**config.mk**
```make
export PLATFORM = sky130hd
export DESIGN_NAME = rx_disturbance_filter
export DESIGN_NICKNAME = d
export VERILOG_FILES = /design/src/core/rx_disturbance_filter.v
export VERILOG_INCLUDE_DIRS = /design/src /design/src/core
export SDC_FILE = /design/constraint.sdc
export NUM_CORES = 1
export LEC_CHECK = 0
export ABC_AREA = 1
export BUFFER_PORTS_ARGS = -buffer_cell sky130_fd_sc_hd__buf_2
export CORE_UTILIZATION = 60
export DETAILED_ROUTE_END_ITERATION = 6
export PLACE_DENSITY = 0.84
export REMOVE_ABC_BUFFERS = 1
export SYNTH_ARGS = -nofsm -noshare
export SYNTH_HDL_FRONTEND = slang
export SYNTH_SLANG_ARGS = --single-unit
```
**constraint.sdc**
```tcl
create_clock -name mclk -period 7.6 [get_ports mclk]
set_input_delay 0.38 -clock mclk [delete_from_list [all_inputs] [get_ports mclk]]
set_output_delay 0.38 -clock mclk [all_outputs]
set_load 0.01 [all_outputs]
```
**src/core/rx_filter_regs.vh**
```
`ifndef RX_FILTER_REGS_VH
`define RX_FILTER_REGS_VH
`define PROTO_ISO14443A 2'h1
`define PROTO_ISO14443B 2'h2
`define ERR_BUF_DEPTH 4'h8
`define ERR_CODE_TIMEOUT 8'h87
`define ERR_CODE_LIMIT 8'h8e
`define ERR_CODE_PARTIAL 8'h8f
`endif

```
**src/core/rx_disturbance_filter.v**
```verilog
`timescale 1ns/1ps
`default_nettype none
`include "rx_filter_regs.vh"
module rx_disturbance_filter (
   input wire mclk, // System clock
   input wire rst_b, // Async reset, active low
   input wire reader_mode, // Device is a reader
   input wire [1:0] protocol, // Selected protocol
   input wire [7:0] max_invalid_bytes, // Invalid byte limit, zero disables
   input wire [7:0] max_invalid_partial_bytes, // Invalid partial byte limit
   input wire rx_start, // Pulse: reception attempt begins
   input wire sof_valid, // Pulse: valid start of frame
   input wire frame_ok, // Pulse: frame received correctly
   input wire rx_fail, // Pulse: reception failed
   input wire [7:0] fail_bytes, // Bytes in failed reception
   input wire fail_partial, // Failed reception ended in partial byte
   input wire [7:0] fail_code, // Error code of the failure
   input wire protocol_error, // Failure is a genuine protocol error
   input wire wait_timeout, // Pulse: FDT/FWT expired
   input wire [2:0] rd_index, // Error buffer read index
   output wire filter_active, // Filter running
   output reg deliver_frame, // Pulse: normal reception delivered
   output reg error_done, // Pulse: error reply ready
   output reg [7:0] last_error_code, // Last error raised
   output reg [3:0] error_buffer_length, // Stored error count
   output reg [7:0] rd_data // Error buffer entry at rd_index
);
   localparam st_idle = 1'b0;
   localparam st_wait = 1'b1;
   reg state;
   reg [7:0] invalid_cnt;
   reg [7:0] partial_cnt;
   reg [7:0] error_buffer [0:7];
   wire enabled = reader_mode && (max_invalid_bytes != 8'h00) &&
      (protocol == `PROTO_ISO14443A || protocol == `PROTO_ISO14443B);
   // Saturating add, so a long noise burst cannot wrap a counter below its limit
   function [7:0] sat_add;
      input [7:0] a;
      input [7:0] b;
      reg [8:0] s;
      begin
         s = {1'b0, a} + {1'b0, b};
         sat_add = s[8] ? 8'hff : s[7:0];
      end
   endfunction
   wire [7:0] next_invalid = sat_add(invalid_cnt, fail_bytes);
   wire [7:0] next_partial = sat_add(partial_cnt, {7'h00, fail_partial});
   wire hit_invalid = next_invalid >= max_invalid_bytes;
   wire hit_partial = fail_partial && (next_partial >= max_invalid_partial_bytes);
   wire buf_room = error_buffer_length < `ERR_BUF_DEPTH;
   integer i;
   assign filter_active = (state == st_wait);
   always @(posedge mclk or negedge rst_b) begin
      if (!rst_b) begin
         state <= st_idle;
         invalid_cnt <= 8'h00;
         partial_cnt <= 8'h00;
         deliver_frame <= 1'b0;
         error_done <= 1'b0;
         last_error_code <= 8'h00;
         error_buffer_length <= 4'h0;
         rd_data <= 8'h00;
         for (i = 0; i < 8; i = i + 1) begin
            error_buffer[i] <= 8'h00;
         end
      end else begin
         deliver_frame <= 1'b0;
         error_done <= 1'b0;
         rd_data <= error_buffer[rd_index];
         case (state)
            st_idle: begin
               if (rx_start && enabled) begin
                  state <= st_wait;
                  invalid_cnt <= 8'h00;
                  partial_cnt <= 8'h00;
                  error_buffer_length <= 4'h0;
                  last_error_code <= 8'h00;
               end
            end
            st_wait: begin
               // Waits here with no host help
               if (frame_ok) begin
                  state <= st_idle;
                  deliver_frame <= 1'b1;
               end else if (wait_timeout) begin
                  state <= st_idle;
                  last_error_code <= `ERR_CODE_TIMEOUT;
                  error_done <= 1'b1;
               end else if (rx_fail) begin
                  invalid_cnt <= next_invalid;
                  partial_cnt <= next_partial;
                  last_error_code <= fail_code;
                  if (buf_room) begin
                     error_buffer[error_buffer_length[2:0]] <= fail_code;
                     error_buffer_length <= error_buffer_length + 4'h1;
                  end
                  if (protocol_error || hit_invalid || hit_partial) begin
                     state <= st_idle;
                     error_done <= 1'b1;
                     if (!protocol_error && hit_partial) begin
                        last_error_code <= `ERR_CODE_PARTIAL;
                     end else if (!protocol_error) begin
                        last_error_code <= `ERR_CODE_LIMIT;
                     end
                  end
               end
            end
            default: state <= st_idle;
         endcase
      end
   end
endmodule // rx_disturbance_filter
`default_nettype wire

```
; ---- Word-level counts from Yosys, hierarchy flattened
; Cells that the tools add are included.
[op_classes]
n_addsub = 3
mul = 0
div_mod_pow = 0
magnitude_cmp = 6
eq_ne = 8
shift = 0
n_mux = 43
n_bitwise = 5
reduce_logical = 15
[op_table]
columns = op, n
row1 = 8-bit two-way mux, 18
row2 = 64-bit bitwise mux, 1
row3 = 8-bit case mux with 2 select lines, 3
row4 = 8-bit binary-select mux with 3-bit select, 1
row5 = 8-bit demux with 3-bit select, 1
row6 = 4-bit two-way mux, 5
row7 = 8-bit >= comparator, 2
row8 = 1-bit two-way mux, 12
row9 = 5-bit AND reduction, 2
row10 = 8-bit by 1-bit adder with 9-bit output, 1
row11 = 8-bit by 8-bit adder with 9-bit output, 1
row12 = 4-bit >= comparator (second input constant), 2
row13 = 2-bit inequality test (second input constant), 4
row14 = 3-bit NOT with 4-bit output, 2
row15 = 4-bit case mux with 2 select lines, 1
row16 = 8-bit nonzero test, 1
row17 = 1-bit logical AND, 6
row18 = 4-bit by 1-bit adder with 4-bit output (second input constant), 1
row19 = 4-bit by 1-bit < comparator with 1-bit output (second input constant), 1
row20 = 4-bit < comparator (second input constant), 1
row21 = 4-bit AND reduction, 1
row22 = 1-bit logical OR, 3
row23 = 3-bit inequality test (second input constant), 1
row24 = 1-bit NOT, 3
row25 = 6 further kinds, 6
[totals]
register_bits = 103
latch_bits = 0
ramBits = 0
mem_bits_ro = 0
in_bits = 47
memories = 0

; ---- Longest topological paths before layout
[logic_depth]
word_depth = 11
depth_mapped = 25
mapped_depth_nobuf = 24

; ---- Least setup slack after synthesis
; OpenSTA, ideal clock, no wires.
[synth_path]
path_type = input-to-reg
start = input fail_bytes[0]
end = register last_error_code[1]
arrival_ps = 2976
required_ps = 7483
setup_slack_ps = 4507
stages = 24
cell_sequence = ha_1 fa_1 nand2_1 inv_1 o21ai_1 nand2_1 nand2_1 and3_1 clkbuf_1 inv_1 or2_1 ha_1 nand2_1 nand3_1 nand2_1 nand2_1 nand2_1 nand2_1 nor2_1 nand2_1 nand2_1 nand2_1 nand2_1 nand2_1
[synth_between]
elab_chain_cells = 10
[synth_rtl]
columns = element, line_no
row1 = "start, declared", rx_disturbance_filter.v:15  ; input wire [7:0] fail_bytes,
row2 = 8-bit by 8-bit adder with 9-bit output, rx_disturbance_filter.v:42  ; s = {1'b0, a} + {1'b0, b};
row3 = 8-bit two-way mux, rx_disturbance_filter.v:43  ; sat_add = s[8] ? 8'hff : s[7:0];
row4 = 8-bit >= comparator, rx_disturbance_filter.v:48  ; wire hit_invalid = next_invalid >= max_invalid_bytes;
row5 = 1-bit logical OR (2 in a row), rx_disturbance_filter.v:97  ; if (protocol_error || hit_invalid || hit_partial) begin
row6 = 8-bit two-way mux, rx_disturbance_filter.v:97
row7 = 8-bit two-way mux, rx_disturbance_filter.v:89  ; end else if (rx_fail) begin
row8 = 8-bit two-way mux, rx_disturbance_filter.v:85  ; end else if (wait_timeout) begin
row9 = 8-bit two-way mux, rx_disturbance_filter.v:82  ; if (frame_ok) begin
row10 = 8-bit case mux with 2 select lines, rx_disturbance_filter.v:70  ; case (state)
row11 = "end signal, assigned", rx_disturbance_filter.v:87  ; last_error_code <= `ERR_CODE_TIMEOUT;
row12 = "end signal, assigned", rx_disturbance_filter.v:92  ; last_error_code <= fail_code;
row13 = "end signal, assigned", rx_disturbance_filter.v:101  ; last_error_code <= `ERR_CODE_PARTIAL;
row14 = "end, declared", rx_disturbance_filter.v:24  ; output reg [7:0] last_error_code,
; No other way between the ends. The select of a mux whose other input is x is not followed.
; A chain may end at the register's enable or synchronous reset.

; ---- Worst setup path after layout
[layout_path]
start = register invalid_cnt[0]
end = register last_error_code[2]
[layout_between]
elab_chain_cells = 10
[layout_rtl]
columns = element, line_no
row1 = "start, declared", rx_disturbance_filter.v:31  ; reg [7:0] invalid_cnt;
row2 = "start signal, assigned", rx_disturbance_filter.v:90  ; invalid_cnt <= next_invalid;
row3 = 8-bit by 8-bit adder with 9-bit output, rx_disturbance_filter.v:42
row4 = 8-bit two-way mux, rx_disturbance_filter.v:43
row5 = 8-bit >= comparator, rx_disturbance_filter.v:48
row6 = 1-bit logical OR (2 in a row), rx_disturbance_filter.v:97
row7 = 8-bit two-way mux, rx_disturbance_filter.v:97
row8 = 8-bit two-way mux, rx_disturbance_filter.v:89
row9 = 8-bit two-way mux, rx_disturbance_filter.v:85
row10 = 8-bit two-way mux, rx_disturbance_filter.v:82
row11 = 8-bit case mux with 2 select lines, rx_disturbance_filter.v:70
; No other way between the ends. The select of a mux whose other input is x is not followed.

==> reports/metrics.csv <==
metric,value,unit
outcome,completed,
Vias/cell,5.60,
post-route ant nets,0,
fin crit share,46.8,%
"Reg clk slew, reported paths",0.09,ns
total wire length,12500,µm
global-route wire length before repair,21100,µm
final instance area,6010,µm²
Post-synth ARST share,100,%
"Req. time, crit path",7.86,ns
critical path class,register to register,
Worst setup SP type,register,
first drt pass iteration count,5,
Leak,3.23,nW
Area contributors post-synth,"dfrtp_1, nand2_1, ha_1, nor2_1, o21ai_0",
Starting Density,62.3,%
Pins Over Slew Limit,0,
Num CTS Buffers,9,
"Primary FF master, synth",dfrtp_1,
die footprint,9440,µm²
"Seq/Total Area, Yosys",47.5,%
DP Worst Slack,3.98,ns
Final min period,3.56,ns
Max Root-Sink Buffers,2,
io pins,70,
Crit. End Element,register,
Syn-to-layout area delta,10.7,%
placed cells,835,
final setup margin,4.04,ns
core area,8720,µm²
Max H-tree Level,3,
initial antenna violation count,0,
Max transition margin,39.1,%
Mapped Cells,680,
maximum vdd ir drop,0.127,mV
vias in the first global route,4638,
Antenna Cells,0,
layout filler cell count,672,
CTS tree,yes,
syn avg cell area,7.99,µm²
DR WL/cell,14.7,µm
total number of vias,4769,
Worst Path Arrival,3.82,ns
Synth top area share,47.5,%
share of cells above drive strength 1,14.4,%
Crit Path Max Fanout,7,
Nets,814,
post-synth cell types,41,
RD Place Congestion,0.887,
"flops & latches, synth",103,
Clock Sinks,103,
placed cell areas,5820,µm²
die width,97.1,µm
unrepaired setup endpoints after global routing,no,
Synth area leader,dfrtp_1,
largest net degree at the start of global routing,70,
post-route insts no fill,852,
total grt overflow,0,
cell area after synthesis,5430,µm²
HPWL after DPL,8660,µm
HP Class,input port to register,
final setup fails,0,
setup skew after layout,0.00806,ns
worst-margin pin slew,0.913,ns
gr usage total,27.9,%
Fin. Hold Viols,0,
# DRC,0,
Root Buffer,clkbuf_8,
Pwr Total,1.15,mW
iteration-0 DRC count of the detailed router,237,
P per Cell Area,192,nW/µm²
Site Rows,34,
number of synthesized flops with an enable pin,0,
PortBufs,68,
setup tns final,0,ns
Max-Cap Viols,0,
die height,97.1,µm
worst skew pair latency,0.36,ns
Highest Clock Rate,281,MHz
yosys warns,0,
## registers in the layout, indices dropped and copies added, names as in the netlist
name and flops:
error_buffer_length 4, filter_active 1, partial_cnt 8, error_buffer 64, deliver_frame 1, invalid_cnt 8
rd_data 8, last_error_code 8, error_done 1
## cell type report
cell class / count / area, µm² / area share [%]
flip-flops and latches: 103 / 2580 / 42.9
clock inverters: 4 / 30.0 / 0.500
clock buffers: 12 / 155 / 2.58
repair buffers: 70 / 360 / 6.00
multi-input cells: 494 / 2520 / 42.0
inverters: 61 / 229 / 3.81
well taps: 108 / 135 / 2.25
## placed cells by master (no fill, tap or decap), drive strengths merged, types with 2 or more instances in the layout
cell and n:
nand2 201, o21ai 107, dfrtp 103, nor2 79, buf 69, inv 60, ha 27, nand3 23
clkbuf 12, a21oi 10, a31oi 10, o22ai 8, a21o 4, clkinvlp 4, or2 4, nor3 4
nand4 3, nor4 2, xor2 2, o211ai 2
## path summary, 6_finish.rpt
| check | startpoint | slack [ns] | end | depth (start not counted) |
|---|---|---|---|---|
| min in group asynchronous | rst_b | 0.50 | error_buffer[5] | 2 |
| worst max-delay path | invalid_cnt[0] | 4.04 | last_error_code[2] | 23 |
| max in group asynchronous | rst_b | 5.89 | last_error_code[5] | 3 |
| worst min register to register | last_error_code[2] | 0.47 | last_error_code[2] | 2 |
| worst min-delay path | frame_ok | 0.28 | deliver_frame | 3 |
| worst max register to register | invalid_cnt[0] | 4.04 | last_error_code[2] | 23 |
## timing repair
action                                 4_1_cts  5_1_grt
hold buffers                                 1        0
gates resized for setup                      0        0
endpoints found under the hold margin       34        0
setup buffers                                0        0
## worst max-delay path: stages, from the launching register on
cell	delay [ns]
dfrtp_1	0.40
ha_1	0.22
fa_1	0.40
nand2_1	0.07
inv_1	0.05
o21ai_1	0.21
nand2_1	0.10
nand2_1	0.06
and3_1	0.28
inv_1	0.08
or2_1	0.23
ha_1	0.30
nand2_1	0.07
nand3_1	0.07
nand2_1	0.06
nand2_1	0.05
nand2_1	0.05
nand2_1	0.04
nor2_1	0.12
nand2_1	0.09
nand2_1	0.28
nand2_1	0.10
nand2_1	0.07
nand2_1	0.05
## per-stage QoR
stage | hold slack [ns] | utilization (%)
floorplan | 0.0844 | -
global placement | 0.352 | 66.7
detailed placement | 0.355 | 66.7
CTS | 0.281 | 68.9
global route | 0.295 | 68.9
finish | 0.282 | 68.9
## logic make-up (layout without fill, tap and decap cells)
group,after synthesis,in the layout,synth area share [%]
flops,103,103,47.5
simple gates,318,318,24.3
fa+ha+maj,28,28,6.59
compound gates,145,145,15.1
xor+xnor,3,3,0.484
buf+inv,83,147,6.06
## power by group
group	switching, mW	total, mW	leakage [nW]	internal (mW)
combinational	0.141	0.227	1.75	0.0856
sequential	0.0234	0.608	1.41	0.584
clock	0.181	0.319	0.0809	0.137
total	0.346	1.15	3.23	0.807
## metal layers
metal / GRT usage [%] / vias up / part of all wire, %
met5: 0 / - / 0
met4: 9.87 / 0 / 2.3
met3: 6.55 / 26 / 6.5
met2: 48.5 / 154 / 50
met1: 33.9 / 2261 / 41
li1: - / 2328 / -
## cells in the mapped netlist (all sizes together) (8+ instances only)
| cell | count |
|---|---|
| nand2 | 201 |
| o21ai | 107 |
| dfrtp | 103 |
| nor2 | 79 |
| inv | 60 |
| ha | 27 |
| nand3 | 23 |
| buf | 11 |
| clkbuf | 11 |
| a21oi | 10 |
| a31oi | 10 |
| o22ai | 8 |
(Power assumes the default switching activity.)
